### src/core/ocu_pkg.sv
// Package of register map, field positions and mode codes for the output compare unit
package ocu_pkg;
   // =====================================================================
   // Register word addresses on the Avalon-MM bus
   // =====================================================================
   localparam logic [3:0] ADDR_CONTROL   = 4'h0;
   localparam logic [3:0] ADDR_PRIMARY   = 4'h1;
   localparam logic [3:0] ADDR_SECONDARY = 4'h2;
   localparam logic [3:0] ADDR_STATUS    = 4'h3;
   localparam logic [3:0] ADDR_MASK      = 4'h4;
   localparam logic [3:0] ADDR_PERIOD2   = 4'h5;
   localparam logic [3:0] ADDR_PERIOD3   = 4'h6;

   // =====================================================================
   // Control register fields
   // =====================================================================
   localparam int CTL_MODE_LSB = 0;
   localparam int CTL_TSEL_BIT = 3;
   localparam int CTL_FLT_BIT  = 4;
   localparam int CTL_SIDL_BIT = 13;
   localparam logic [15:0] CTL_WMASK = 16'h200F;
   localparam logic [15:0] CTL_RESET = 16'h0000;

   // Interrupt status bits
   localparam int IRQ_OUT_BIT   = 0;
   localparam int IRQ_FAULT_BIT = 1;
   localparam logic [1:0] IRQ_RESET = 2'h0;

   // =====================================================================
   // Mode codes
   // =====================================================================
   typedef enum logic [2:0] {
      MODE_OFF    = 3'h0,
      MODE_ONE_LO = 3'h1,
      MODE_ONE_HI = 3'h2,
      MODE_TOGGLE = 3'h3,
      MODE_DELAY  = 3'h4,
      MODE_CONT   = 3'h5,
      MODE_PWM    = 3'h6,
      MODE_PWM_FP = 3'h7
   } ocu_mode_e;
endpackage

### src/core/ocu_output_compare_unit.sv
// Output compare channel with Avalon-MM register slave and interrupt logic
//
// Contract
// RULE1: Mode zero disables channel; pin follows general-purpose port value.
// RULE2: Active-low one-shot: start low, match drives high, interrupt on rise.
// RULE3: Active-high one-shot: start high, match drives low, interrupt on fall.
// RULE4: Toggle: keep level on entry, invert each match, interrupt both edges.
// RULE5: Delayed one-shot: start low, one pulse from matches, interrupt on fall.
// RULE6: Continuous pulse: start low, repeated pulses, interrupt each fall.
// RULE7: PWM no fault: ignore fault, start low if primary zero, no interrupt.
// RULE8: PWM with fault: honour fault, same start, interrupt on fault fall.
// RULE9: Fault flag bit 4 set on fault in mode 111, cleared by hardware.
// RULE10: Bit 3 selects time base: one third timer, zero second timer.
// RULE11: Bit 13 set halts the channel in idle; clear keeps it running.
// RULE12: Software stops the selected timer before writing the control register.
// RULE13: Unused control bits always read as zero.
// RULE14: Compare selected count with one or two values; match changes pin.
// RULE15: PWM: active at period start, inactive at primary; fault forces low.
//
// Chosen here: the register addresses and register access over Avalon-MM.
`timescale 1ns/10ps
`default_nettype none
module ocu_output_compare_unit (
   input  wire logic        clock,
   input  wire logic        reset_n,
   // Avalon-MM slave
   input  wire logic [3:0]  avs_address,
   input  wire logic        avs_read,
   input  wire logic        avs_write,
   input  wire logic [31:0] avs_writedata,
   input  wire logic [3:0]  avs_byteenable,
   output logic      [31:0] avs_readdata,
   output logic             avs_waitrequest,
   output logic      [1:0]  avs_response,
   // Time bases (same clock domain)
   input  wire logic [15:0] timer2_count,
   input  wire logic [15:0] timer3_count,
   input  wire logic        cpu_idle,
   input  wire logic        gpio_value,
   // Pins
   input  wire logic        fault_input,
   output logic             compare_output_pin,
   output logic             irq
);
   // ======================================================================
   // State
   // ======================================================================
   typedef struct packed {
      logic        sidl;
      logic        tsel;
      logic        flt;
      logic [2:0]  mode;
      logic [15:0] pri;
      logic [15:0] sec;
      logic [15:0] per2;
      logic [15:0] per3;
      logic [1:0]  stat;
      logic [1:0]  mask;
      logic        pin;
      logic        done;
      logic        fsync1;
      logic        fsync2;
      logic        fprev;
      logic [31:0] rdata;
      logic        ack;
   } ocu_state_s;

   ocu_state_s st_q;
   ocu_state_s st_d;

   // Word index of an Avalon byte address pair is the address itself
   function automatic logic [15:0] merge16(input logic [15:0] old_v,
                                           input logic [31:0] wd,
                                           input logic [3:0]  be);
      logic [15:0] r;
      r = old_v;
      if (be[0]) begin
         r[7:0] = wd[7:0];
      end
      if (be[1]) begin
         r[15:8] = wd[15:8];
      end
      return r;
   endfunction

   logic [15:0] count;
   logic [15:0] period;
   logic        halted;
   logic        m_pri;
   logic        m_sec;
   logic        m_per;
   logic        pwm_mode;
   logic        fault_active;
   logic        fault_fall;
   logic        rise;
   logic        fall;
   logic [15:0] ctl_rd;
   logic        wr_ctl;
   logic        acc;
   logic        wr_go;

   // Local short names for the mode codes
   localparam logic [2:0] MODE_ONE_LO_T = ocu_pkg::MODE_ONE_LO;
   localparam logic [2:0] MODE_ONE_HI_T = ocu_pkg::MODE_ONE_HI;
   localparam logic [2:0] MODE_TOGGLE_T = ocu_pkg::MODE_TOGGLE;
   localparam logic [2:0] MODE_DELAY_T  = ocu_pkg::MODE_DELAY;
   localparam logic [2:0] MODE_CONT_T   = ocu_pkg::MODE_CONT;
   localparam logic [2:0] MODE_PWM_T    = ocu_pkg::MODE_PWM;
   localparam logic [2:0] MODE_PWM_FP_T = ocu_pkg::MODE_PWM_FP;

   // ======================================================================
   // Next state
   // ======================================================================
   always_comb begin
      st_d = st_q;
      // Fault pin passes two flops before any logic reads it
      st_d.fsync1 = fault_input;
      st_d.fsync2 = st_q.fsync1;
      st_d.fprev  = st_q.fsync2;

      count  = st_q.tsel ? timer3_count : timer2_count;      // [RULE10]
      period = st_q.tsel ? st_q.per3 : st_q.per2;
      halted = st_q.sidl && cpu_idle;                        // [RULE11]
      m_pri  = !halted && (count == st_q.pri);                // [RULE14]
      m_sec  = !halted && (count == st_q.sec);                // [RULE14]
      m_per  = !halted && (count == period);
      pwm_mode     = (st_q.mode == MODE_PWM_T) || (st_q.mode == MODE_PWM_FP_T);
      fault_active = (st_q.mode == MODE_PWM_FP_T) && !st_q.fsync2;  // Fault pin active low
      fault_fall   = (st_q.mode == MODE_PWM_FP_T) && st_q.fprev && !st_q.fsync2;

      // Bus access: one-cycle wait, then answer
      acc    = (avs_read || avs_write) && !st_q.ack;
      // Writes commit at the answer edge, where the master sees the wait drop
      wr_go  = avs_write && st_q.ack;
      wr_ctl = wr_go && (avs_address == ocu_pkg::ADDR_CONTROL);
      st_d.ack = acc;

      // Compare engine
      unique case (st_q.mode)
         MODE_ONE_LO_T: begin
            if (m_pri) begin
               st_d.pin = 1'b1;                              // [RULE2]
            end
         end
         MODE_ONE_HI_T: begin
            if (m_pri) begin
               st_d.pin = 1'b0;                              // [RULE3]
            end
         end
         MODE_TOGGLE_T: begin
            if (m_pri) begin
               st_d.pin = !st_q.pin;                         // [RULE4]
            end
         end
         MODE_DELAY_T: begin
            if (m_pri && !st_q.done) begin
               st_d.pin = 1'b1;                              // [RULE5]
            end else if (m_sec && st_q.pin) begin
               st_d.pin  = 1'b0;                             // [RULE5]
               st_d.done = 1'b1;
            end
         end
         MODE_CONT_T: begin
            if (m_pri) begin
               st_d.pin = 1'b1;                              // [RULE6]
            end else if (m_sec) begin
               st_d.pin = 1'b0;                              // [RULE6]
            end
         end
         MODE_PWM_T, MODE_PWM_FP_T: begin
            // Primary match wins when duty equals period: stays inactive
            if (m_pri) begin
               st_d.pin = 1'b0;                              // [RULE15]
            end else if (m_per) begin
               st_d.pin = 1'b1;                              // [RULE15]
            end
            if (fault_active) begin
               st_d.pin = 1'b0;                              // [RULE15] [RULE8]
               st_d.flt = 1'b1;                              // [RULE9]
            end else if (m_per) begin
               st_d.flt = 1'b0;                              // [RULE9]
            end
         end
         default: begin
            st_d.pin = 1'b0;                                 // [RULE1]
         end
      endcase

      // Output edges feed the sticky status
      rise = !st_q.pin && st_d.pin;
      fall = st_q.pin && !st_d.pin;
      if (st_q.mode == MODE_ONE_LO_T && rise) begin
         st_d.stat[ocu_pkg::IRQ_OUT_BIT] = 1'b1;             // [RULE2]
      end
      if ((st_q.mode == MODE_ONE_HI_T || st_q.mode == MODE_DELAY_T
           || st_q.mode == MODE_CONT_T) && fall) begin
         st_d.stat[ocu_pkg::IRQ_OUT_BIT] = 1'b1;             // [RULE3] [RULE5] [RULE6]
      end
      if (st_q.mode == MODE_TOGGLE_T && (rise || fall)) begin
         st_d.stat[ocu_pkg::IRQ_OUT_BIT] = 1'b1;             // [RULE4]
      end
      if (fault_fall) begin
         st_d.stat[ocu_pkg::IRQ_FAULT_BIT] = 1'b1;           // [RULE8] [RULE7]
      end

      // Register writes; status clear yields to a same-cycle set only where the bit was clear before
      if (wr_go) begin
         unique case (avs_address)
            ocu_pkg::ADDR_PRIMARY: begin
               st_d.pri = merge16(st_q.pri, avs_writedata, avs_byteenable);
            end
            ocu_pkg::ADDR_SECONDARY: begin
               st_d.sec = merge16(st_q.sec, avs_writedata, avs_byteenable);
            end
            ocu_pkg::ADDR_PERIOD2: begin
               st_d.per2 = merge16(st_q.per2, avs_writedata, avs_byteenable);
            end
            ocu_pkg::ADDR_PERIOD3: begin
               st_d.per3 = merge16(st_q.per3, avs_writedata, avs_byteenable);
            end
            ocu_pkg::ADDR_STATUS: begin
               if (avs_byteenable[0]) begin
                  st_d.stat = st_d.stat & ~(st_q.stat & avs_writedata[1:0]
                              & ~(st_d.stat & ~st_q.stat));
               end
            end
            ocu_pkg::ADDR_MASK: begin
               if (avs_byteenable[0]) begin
                  st_d.mask = avs_writedata[1:0];
               end
            end
            default: begin
            end
         endcase
      end

      // Control write: mode entry sets the initial pin level
      if (wr_ctl) begin
         if (avs_byteenable[1]) begin
            st_d.sidl = avs_writedata[ocu_pkg::CTL_SIDL_BIT];
         end
         if (avs_byteenable[0]) begin
            st_d.tsel = avs_writedata[ocu_pkg::CTL_TSEL_BIT];
            st_d.mode = avs_writedata[2:0];
            st_d.done = 1'b0;
            unique case (avs_writedata[2:0])
               MODE_ONE_LO_T, MODE_DELAY_T, MODE_CONT_T: begin
                  st_d.pin = 1'b0;                           // [RULE2] [RULE5] [RULE6]
               end
               MODE_ONE_HI_T: begin
                  st_d.pin = 1'b1;                           // [RULE3]
               end
               MODE_TOGGLE_T: begin
                  st_d.pin = st_q.pin;                       // [RULE4]
               end
               MODE_PWM_T, MODE_PWM_FP_T: begin
                  st_d.pin = (st_d.pri != 16'h0000);         // [RULE7] [RULE8]
                  st_d.flt = 1'b0;
               end
               default: begin
                  st_d.pin = 1'b0;                           // [RULE1]
               end
            endcase
         end
      end

      // Read data, registered at the edge that ends the wait cycle
      ctl_rd = 16'h0000;                                     // [RULE13]
      ctl_rd[ocu_pkg::CTL_SIDL_BIT] = st_q.sidl;
      ctl_rd[ocu_pkg::CTL_FLT_BIT]  = st_q.flt;
      ctl_rd[ocu_pkg::CTL_TSEL_BIT] = st_q.tsel;
      ctl_rd[2:0] = st_q.mode;
      if (acc) begin
         unique case (avs_address)
            ocu_pkg::ADDR_CONTROL:   st_d.rdata = {16'h0000, ctl_rd};
            ocu_pkg::ADDR_PRIMARY:   st_d.rdata = {16'h0000, st_q.pri};
            ocu_pkg::ADDR_SECONDARY: st_d.rdata = {16'h0000, st_q.sec};
            ocu_pkg::ADDR_STATUS:    st_d.rdata = {30'h00000000, st_q.stat};
            ocu_pkg::ADDR_MASK:      st_d.rdata = {30'h00000000, st_q.mask};
            ocu_pkg::ADDR_PERIOD2:   st_d.rdata = {16'h0000, st_q.per2};
            ocu_pkg::ADDR_PERIOD3:   st_d.rdata = {16'h0000, st_q.per3};
            default:                 st_d.rdata = 32'h00000000;
         endcase
      end
   end

   // ======================================================================
   // Registers
   // ======================================================================
   always_ff @(posedge clock or negedge reset_n) begin
      if (!reset_n) begin
         st_q <= '0;
      end else begin
         st_q <= st_d;
      end
   end

   // ======================================================================
   // Outputs
   // ======================================================================
   // Mode zero hands the pin back to the port logic
   assign compare_output_pin = (st_q.mode == 3'h0) ? gpio_value : st_q.pin;  // [RULE1]
   assign irq             = |(st_q.stat & st_q.mask);
   assign avs_readdata    = st_q.rdata;
   assign avs_waitrequest = (avs_read || avs_write) && !st_q.ack;
   assign avs_response    = 2'h0;
endmodule
`default_nettype wire

### config.mk
export PLATFORM = sky130hd
export DESIGN_NAME = ocu_output_compare_unit
export DESIGN_NICKNAME = d
export VERILOG_FILES = /design/src/core/ocu_pkg.sv /design/src/core/ocu_output_compare_unit.sv
export SDC_FILE = /design/constraint.sdc
export NUM_CORES = 1
export LEC_CHECK = 0
export ABC_AREA = 1
export BUFFER_PORTS_ARGS = -buffer_cell sky130_fd_sc_hd__buf_2
export CORE_MARGIN = 5
export CORE_UTILIZATION = 42
export DETAILED_ROUTE_END_ITERATION = 7
export SLEW_MARGIN = 20
export SYNTH_ARGS = -nofsm -noshare
export SYNTH_HDL_FRONTEND = slang
export SYNTH_SLANG_ARGS = --single-unit
### constraint.sdc
create_clock -name clock -period 4.2 [get_ports clock]
set_input_delay 0.84 -clock clock [delete_from_list [all_inputs] [get_ports clock]]
set_output_delay 0.84 -clock clock [all_outputs]
set_load 0.005 [all_outputs]
# [After elaboration in Yosys (flattened, before gate mapping)]
# Index checks and enable logic that the tools add are counted.
[word_totals] ff_bits=112 wordCells=138
[op_classes] eq_ne=21 muxes=47 n_bitwise=8 reduce_logical=42
[op_table] operator="$pmux W16 S7" count=1
[op_table] operator="$mux W16" count=6
[op_table] operator="$mux W68" count=1
[op_table] operator="$mux W8" count=8
[op_table] operator="$eq A16 B16 Y1" count=3
[op_table] operator="$reduce_and A3 Y1" count=7
[op_table] operator="$mux W1" count=20
[op_table] operator="$eq A3 B3 Y1 const B" count=6
[op_table] operator="$logic_and A1 B1 Y1" count=17
[op_table] operator="$reduce_bool A16 Y1" count=1
[op_table] operator="$mux W2" count=7
[op_table] operator="$eq A3 B2 Y1 const B" count=4
[op_table] operator="$eq A4 B3 Y1 const B" count=3
[op_table] operator="$and A2 B2 Y2" count=5
[op_table] operator="$eq A4 B2 Y1 const B" count=2
[op_table] operator="$mux W4" count=2
[op_table] operator="$logic_not A1 Y1" count=6
[op_table] operator="$not A2 Y2" count=3
[op_table] operator="$pmux W1 S6" count=1
[op_table] operator="$reduce_or A2 Y1" count=3
[op_table] operator="$eq A4 B1 Y1 const B" count=1
[op_table] operator="$logic_not A4 Y1" count=1
[op_table] operator="$logic_or A1 B1 Y1" count=4
[op_table] operator="$reduce_and A2 Y1" count=2
[op_table] operator="4 further kinds" count=4

# [Depth between registers and ports, before layout]
# Gate-level depths: netlist of run 1.
[depth] word_depth=24 depth_mapped=22 ltp_nobuf=20

# [Worst setup path after synthesis of run 1]
# OpenSTA, ideal clock, no wires.
[synth_path] path_kind="input to register" from="input port timer3_count[8]" to="register st_q[40] (netlist name)" required_ps=4058 arrival_ps=2710 path_stages=18 path_slack_ps=1348 setup_time_ps=142 cell_sequence="inv_1 > nand2_1 > o21ai_1 > nand2_1 > nand2_1 > nand2_1 > nor2_1 > nand3_2 > ha_1 > o21ai_0 > inv_1 > nand2_1 > nor2_1 > nand3_2 > ha_1 > o21ai_0 > a221oi_1 > a41oi_1"
[synth_rtl] item="start, declared" line="ocu_output_compare_unit.sv:37" text="input wire logic [15:0] timer3_count,"
[synth_rtl] item="end signal, assigned" line="ocu_output_compare_unit.sv:294" text="st_q <= st_d;"
[synth_rtl] item="end, declared" line="ocu_output_compare_unit.sv:68" text="ocu_state_s st_q;"

==> results of run 1 <==
## cell type report
cell class / count / area [um2]
clock buffers: 12 / 246
clock inverters: 3 / 42.5
fillers: 1443 / 7280
inverters: 95 / 359
multi-input cells: 615 / 2810
flip-flops and latches: 96 / 2400
well taps: 180 / 225
repair buffers: 87 / 458
## routing by layer
layer | GRT usage (%) | up-vias
met5 | 0 | -
met4 | 6.79 | 0
met3 | 2.37 | 23
met2 | 30.7 | 162
met1 | 31.1 | 2408
li1 | - | 2747
## sequential cells by signal, indices dropped and copies added (netlist names)
name / flops
st_q: 72
avs_readdata: 16
ctl_rd: 6
st_d: 2
## worst max-delay path, cell delays in order (launching register included)
cell and delay, ns:
dfrtp_1 0.41, inv_4 0.37, nand2_1 0.20, nand3_1 0.12, nand2_1 0.06, nor2_1 0.08, nand2_1 0.08, nor2_1 0.23
nand3_2 0.14, ha_1 0.29, o21ai_0 0.08, inv_1 0.06, nand2_1 0.05, nor2_1 0.13, nand3_2 0.11, ha_1 0.29
o21ai_0 0.08, a221oi_1 0.24, a41oi_1 0.08
## logic make-up (layout without fill, tap and decap cells)
logic type,Yosys count,after routing,share of synthesized area [%]
simple gates,453,453,31.7
flops,96,96,40.6
compound gates,132,132,12.7
xor+xnor,9,9,1.33
fa+ha+maj,3,3,0.635
other cells,1,18,0.0634
buf+inv,152,197,12.9
## per-stage QoR
stage	setup slack (ns)	instances
final	0.963	1088
after global routing	0.605	1088
after global placement	0.840	1073
after detailed placement	0.781	1073
after CTS	0.912	1088
after floorplan	1.35	863
## final timing paths
kind	startpoint	to	slack [ns]
worst max register to register	ctl_rd[3]	st_q[40]	0.96
worst min register to register	st_d[34]	st_d[33]	0.35
min in group asynchronous	reset_n	st_q[57]	0.58
worst max-delay path	ctl_rd[3]	st_q[40]	0.96
worst min-delay path	st_d[34]	st_d[33]	0.35
max in group asynchronous	reset_n	avs_readdata[1]	2.80
## cells in the final DEF, fill, tap and decap left out, drive strengths merged, types with 7 or more instances in the layout
master | synthesis | final
nand2 | 342 | 342
o21ai | 98 | 98
dfrtp | 96 | 96
inv | 95 | 95
buf | 44 | 87
nor2 | 58 | 58
nand3 | 32 | 32
conb | 1 | 18
clkbuf | 13 | 12
o2111ai | 9 | 9
nor3 | 8 | 8
o22ai | 7 | 7
## power breakdown
part	switching, uW	internal, uW
clock network	371	475
registers	96.2	1040
logic	432	240
==> metrics.yaml, run 1 <==
sta:
  tns_ns: 0
  period_needed_ns: 3.24
  fmax_mhz: 309
  hold_viol: 0
  rsz0062_at_grt: "false"
  fin_skew_ns: 0.00921
  slew_violations: 0
  setup_viol: 0
  max_slew_margin_pct: 43.1
  finalCritPeriodShare_pct: 77.1
  tightest_slew_ns: 0.853
  holdWs_ns: 0.352
pwr:
  powerDensity_mw_per_mm2: 406
  total_power_uw: 2660
  irDropWorstVdd_mv: 0.173
  p_leak_uw: 0.00339
detailed_routing:
  drtIter0Drc: 487
  drc_errors: 0
  wl_per_cell_um: 15.3
  met1_length_mm: 8.24
  routed_wl_mm: 16.6
  postRouteAntennaNets: 0
  via_per_inst: 4.91
  wl_met2_mm: 7.01
  met3_length_mm: 1.05
  first_pass_iters: 5
  via_count: 5340
  highest_layer: "met4"
job:
  drv_cap: 0
floorplan:
  io_pins: 116
  core.rowCount: 43
  design.core.area_mm2: 0.0138
  die_w_um: 129
  start_util_pct: 42.8
  die_h_um: 129
  die_area_mm2: 0.0165
global_route:
  grt_pass1_wl_mm: 26.2
  grt_max_degree: 64
  gr-usage-all-layers_pct: 20.6
  grt_overflow_total: 0
  antenna_found_initial: 0
  grt_pass1_vias: 4960
worst_setup_path:
  r2r_cells: 18
  required_ns: 4.42
  crit_arrival_ns: 3.45
  worst-setup-path-type: "reg2reg"
  endpoint_kind: "register"
  path_max_fanout: 34
  crit_path_start_kind: "register"
clocking:
  cts_made_buffers: 9
  cts_root_buf: "clkbuf_16"
  path_clk_slew_ns: 0.07
  htree_levels: 3
  cts_tree: "built"
  cts_resized: 0
  clk_latency_ns: 0.35
  postCtsSetupBuffers: 0
  cts_buffer_depth: 2
  cts.sinks: 96
  postCtsHoldBufs: 0
synth:
  synth_cells: 846
  yosys.cell_types.count: 43
  async_reset_ff_share_pct: 100
  ys_top_cells_by_count: "nand2_1 (329), dfrtp_1 (96), inv_1 (90)"
  yosysTopAreaCell: "dfrtp_1"
  synth.most_common_cell: "nand2_1"
  netlist_top_cells_area: "dfrtp_1 (41%), nand2_1 (21%), o21ai_0 (6.9%)"
  syn_area_mm2: 0.00591
  synth.avg_cell_area_um2: 6.99
  ys_seq_area_share_pct: 40.6
  synth-seq-cells: 96
  synth_edf_count: 0
  synth_top_flop_cell: "dfrtp_1"
  yosysWarningCount: 0
  synthDominantCellAreaShare_pct: 40.6
worst_hold_path:
  hold_path_class: "reg2reg"
  worstHoldPathCells: 0
status:
  status: "finished clean"
cells_and_area:
  syn_to_final_growth_pct: 10.7
  final_cell_area_mm2: 0.00655
  fin_util_pct: 47.3
  n_antenna_cell: 0
  nets: 986
  drive_gt1_share_pct: 14.2
placement:
  hpwl_mm: 12.4
  gp_congestion: 0.856
  numPortBuffers: 79
  place_area_mm2: 0.00626
(Power assumes the default switching activity.)
==> run 2: changes to the inputs <==
==> constraint.sdc (replaced) <==
create_clock -name clock -period 3.3 [get_ports clock]
set_input_delay 0.66 -clock clock [delete_from_list [all_inputs] [get_ports clock]]
set_output_delay 0.66 -clock clock [all_outputs]
set_load 0.005 [all_outputs]
==> run 2 against run 1 <==
Compared with the run above: sequential cell count unchanged; clock power up 29%; register-to-register slack worse by 0.73 ns; first-iteration DRC count down 10%; critical endpoint unchanged; largest power group unchanged.
==> metrics.yaml, run 2 (synthesis results as in run 1) <==
detailed_routing:
  postRouteAntennaNets: 0
  wl_per_cell_um: 15.4
  routed_wl_mm: 16.9
  drc_errors: 0
  first_pass_iters: 5
  via_per_inst: 4.96
  drtIter0Drc: 438
  via_count: 5443
global_route:
  gr-usage-all-layers_pct: 21.2
  grt_overflow_total: 0
  grt_pass1_vias: 5119
  antenna_found_initial: 0
  grt_max_degree: 45
  grt_pass1_wl_mm: 27.2
sta:
  tightest_slew_ns: 0.647
  setup_viol: 0
  finalCritPeriodShare_pct: 93.0
  fmax_mhz: 326
  holdWs_ns: 0.309
  period_needed_ns: 3.07
  hold_viol: 0
  rsz0062_at_grt: "false"
  slew_violations: 0
  fin_skew_ns: 0.00700
  tns_ns: 0
  max_slew_margin_pct: 56.5
placement:
  hpwl_mm: 12.8
  numPortBuffers: 79
  gp_congestion: 0.847
  dp_cells: 1081
pwr:
  irDropWorstVdd_mv: 0.201
  p_leak_uw: 0.00345
  powerDensity_mw_per_mm2: 515
cells_and_area:
  multi_input_area_mm2: 0.00282
  final_common_cell: "nand2_1"
  regMostFlops: "st_q"
  fillers: 1470
  final_cells: 1097
  fin_util_pct: 48.1
  seqCellArea_mm2: 0.00240
  nets: 994
  n_antenna_cell: 0
  syn_to_final_growth_pct: 12.6
  final_cell_mix: "nand2_1 (327), dfrtp_1 (95), inv_1 (90)"
  largest_register_ffs: 72
  drive_gt1_share_pct: 15.6
worst_setup_path:
  worstReg2RegStart: "ctl_rd[3]"
  crit_path_start_kind: "register"
  path_max_fanout: 18
  cp-startpoint: "ctl_rd[3]"
  crit_arrival_ns: 3.28
  endpoint_kind: "register"
  worst-setup-path-type: "reg2reg"
  required_ns: 3.51
clocking:
  cts_buffer_depth: 2
  cts_made_buffers: 9
  cts_tree: "built"
  path_clk_slew_ns: 0.07
  cts.sinks: 96
  htree_levels: 3
  postCtsHoldBufs: 0
  postCtsSetupBuffers: 0
  clk_latency_ns: 0.35
  cts_root_buf: "clkbuf_16"
  cts_resized: 0
floorplan:
  io_pins: 116
  die_w_um: 129
  core.rowCount: 43
  start_util_pct: 42.8
  design.core.area_mm2: 0.0138
  die_h_um: 129
  die_area_mm2: 0.0165
job:
  drv_cap: 0
worst_hold_path:
  hold_path_class: "in2async"
status:
  status: "finished clean"
[run 2: cell count changes in the layout (fill, tap and decap cells not counted), sizes merged]
cell,change
clkbuf,+1
clkinv,+1
buf,+8
clkinvlp,-1
[run 2: routing by layer]
metal | wire, um | vias to the layer above | share of wire, % | GRT usage [%]
li1 | - | 2773 | - | -
met4 | 272 | 0 | 1.6 | 6.86
met1 | 8240 | 2508 | 49 | 31.0
met2 | 7460 | 147 | 44 | 32.3
met3 | 910 | 15 | 5.4 | 2.99
met5 | 0 | - | 0 | 0
[run 2: final timing paths]
kind	end	cells after the start	slack [ns]
max in group asynchronous	st_q[0]	2	2.24
worst max-delay path	st_q[40]	17	0.23
worst max register to register	st_q[40]	17	0.23
worst min-delay path	st_q[82]	1	0.31
worst min register to register	st_d[33]	0	0.35
min in group clock	st_d[33]	0	0.35
[run 2: cell type report]
type                            count  area share, %
Clock buffer                       13           3.91
Clock inverter                      3          0.602
Inverter                           95           5.39
Multi-Input combinational cell    615           42.4
Sequential cell                    96           36.1
Tap cell                          180           3.38
Timing Repair Buffer               95           8.21
[run 2: critical path, cell delays in order (launching register included)]
cell	delay [ns]
dfrtp_2	0.43
buf_6	0.21
nand2_1	0.13
nand2_2	0.13
xnor2_1	0.13
nand2_1	0.08
nor2_1	0.26
nand3_2	0.16
ha_1	0.29
o21ai_0	0.09
inv_1	0.06
nand2_1	0.05
nor2_1	0.12
nand3_2	0.11
ha_1	0.28
o21ai_0	0.07
a221oi_1	0.25
a41oi_1	0.08
[run 2: report_power, final]
| group | internal (uW) | switching [uW] |
|---|---|---|
| registers | 1330 | 130 |
| logic | 326 | 557 |
| clock network | 628 | 458 |
| total | 2280 | 1140 |
[run 2: metrics by stage]
step                total power (uW)  instance area [um2]  setup slack [ns]
finish                          3430                 6660             0.231
global route                    3650                 6660            0.0113
CTS                             3450                 6640             0.138
detailed placement              2350                 6340             0.136
global placement                2340                 6340             0.132
floorplan                       2090                 5980             0.628
==> run 3: changes to the inputs <==
--- a/config.mk
+++ b/config.mk
@@ -9,6 +9,7 @@
 export BUFFER_PORTS_ARGS = -buffer_cell sky130_fd_sc_hd__buf_2
 export CORE_MARGIN = 5
 export CORE_UTILIZATION = 42
+export CTS_BUF_LIST = sky130_fd_sc_hd__clkbuf_16
 export DETAILED_ROUTE_END_ITERATION = 7
 export SLEW_MARGIN = 20
 export SYNTH_ARGS = -nofsm -noshare
==> run 3 against run 2 <==
Compared with the run above: first-iteration DRC count is 2.3% lower; combinational power hardly changed; count of clock-buffer cells in the layout down 4.
==> metrics.yaml, run 3 (synthesis results as in run 1) <==
detailed_routing:
  first_pass_iters: 5
  drtIter0Drc: 428
  via_per_inst: 4.94
  drc_errors: 0
  routed_wl_mm: 16.8
  postRouteAntennaNets: 0
  via_count: 5416
  wl_per_cell_um: 15.3
clocking:
  postCtsHoldBufs: 0
  cts_root_buf: "clkbuf_16"
  cts_tree: "built"
  htree_levels: 3
  cts.sinks: 96
  clk_latency_ns: 0.36
  cts_buffer_depth: 2
  cts_made_buffers: 9
  postCtsSetupBuffers: 0
  path_clk_slew_ns: 0.07
cells_and_area:
  largest_register_ffs: 72
  fillers: 1470
  drive_gt1_share_pct: 15.4
  final_common_cell: "nand2_1"
  n_antenna_cell: 0
  syn_to_final_growth_pct: 12.3
  seqCellArea_mm2: 0.00240
  final_cell_mix: "nand2_1 (327), dfrtp_1 (95), inv_1 (92)"
  regMostFlops: "st_q"
  multi_input_area_mm2: 0.00282
  nets: 994
sta:
  setup_viol: 0
  holdWs_ns: 0.306
  tightest_slew_ns: 0.599
  max_slew_margin_pct: 60.1
  slew_violations: 0
  period_needed_ns: 3.05
  finalCritPeriodShare_pct: 92.5
  rsz0062_at_grt: "false"
  hold_viol: 0
  fmax_mhz: 328
  fin_skew_ns: 0.0101
  tns_ns: 0
pwr:
  internal_power_uw: 2230
  irDropWorstVdd_mv: 0.201
  p_sw_share_pct: 34.0
  pwr-share-clk_pct: 30.7
  comb_power_share_pct: 26.1
  p_switching_uw: 1150
  seq_power_share_pct: 43.2
  powerDensity_mw_per_mm2: 509
  p_leak_uw: 0.00345
worst_setup_path:
  crit_arrival_ns: 3.26
  crit_path_start_kind: "register"
  worst-setup-path-type: "reg2reg"
  required_ns: 3.51
  endpoint_kind: "register"
  path_max_fanout: 18
placement:
  numPortBuffers: 79
  gp_congestion: 0.847
  hpwl_mm: 12.8
floorplan:
  die_h_um: 129
  die_area_mm2: 0.0165
  core.rowCount: 43
  die_w_um: 129
  start_util_pct: 42.8
  design.core.area_mm2: 0.0138
  io_pins: 116
global_route:
  grt_pass1_vias: 5115
  grt_overflow_total: 0
  grt_max_degree: 45
  grt_pass1_wl_mm: 27.2
  gr-usage-all-layers_pct: 21.2
  antenna_found_initial: 0
worst_hold_path:
  hold_path_class: "in2async"
job:
  drv_cap: 0
status:
  status: "finished clean"
## run 3: cell count changes in the layout (fill, tap and decap cells not counted)
cell | previous run | this run
inv_1 | 90 | 92
clkbuf_1 | 2 | 0
clkinv_1 | 0 | 2
clkbuf_8 | 2 | 0
## run 3: final timing paths
check	startpoint	to	slack, ns	depth (start not counted)
hold reg to reg	st_d[34]	st_d[33]	0.35	0
max in group asynchronous	reset_n	st_q[0]	2.25	2
setup reg to reg	ctl_rd[3]	st_q[40]	0.25	17
setup / recovery	ctl_rd[3]	st_q[40]	0.25	17
hold / removal	reset_n	st_q[85]	0.31	1
min in group clock	st_d[34]	st_d[33]	0.35	0
## run 3: layout make-up
type / count / area share, %
Inverter: 95 / 5.41
Tap cell: 180 / 3.39
Clock inverter: 7 / 0.830
Sequential cell: 96 / 36.2
Timing Repair Buffer: 95 / 8.24
Clock buffer: 9 / 3.39
Multi-Input combinational cell: 615 / 42.5
## run 3: power groups by stage
stage	logic [uW]	registers (uW)	clock network (uW)
3_3_place_gp	866	1470	0
4_1_cts	882	1460	1050
2_1_floorplan	652	1440	0
5_1_grt	1020	1480	1100
3_5_place_dp	876	1480	0
6_report	882	1460	1040
## run 3: worst max-delay path, stage by stage, from the launching register on
cell and delay [ns]:
dfrtp_2 0.43, buf_6 0.21, nand2_1 0.13, nand2_2 0.13
xnor2_1 0.13, nand2_1 0.08, nor2_1 0.25, nand3_2 0.16
ha_1 0.29, o21ai_0 0.09, inv_1 0.06, nand2_1 0.05
nor2_1 0.12, nand3_2 0.11, ha_1 0.28, o21ai_0 0.07
a221oi_1 0.25, a41oi_1 0.08
## run 3: routing by layer
metal | up-vias | wire length [um] | track usage [%] | share of wire, %
li1 | 2769 | - | - | -
met1 | 2490 | 8140 | 31.0 | 48
met2 | 142 | 7400 | 32.3 | 44
met3 | 15 | 1010 | 2.99 | 6.0
met4 | 0 | 281 | 6.86 | 1.7
met5 | - | 0 | 0 | 0
## run 3: repair_timing
| action | in CTS | in global routing |
|---|---|---|
| setup endpoints to repair | 0 | 1 |
| gates resized for setup | 0 | 6 |
| endpoints found under the hold margin | 0 | 0 |
## run 3: stage by stage
| step | instance area, um2 | setup slack, ns | power (uW) | std cells | utilization, % |
|---|---|---|---|---|---|
| final | 6640 | 0.247 | 3380 | 1097 | 48.0 |
| after global routing | 6640 | 0.0113 | 3600 | 1097 | 48.0 |
| after CTS | 6620 | 0.138 | 3390 | 1097 | 47.9 |
| after detailed placement | 6340 | 0.136 | 2350 | 1081 | 45.9 |
| after global placement | 6340 | 0.132 | 2340 | 1081 | 45.9 |
| after floorplan | 5980 | 0.628 | 2090 | 863 | - |
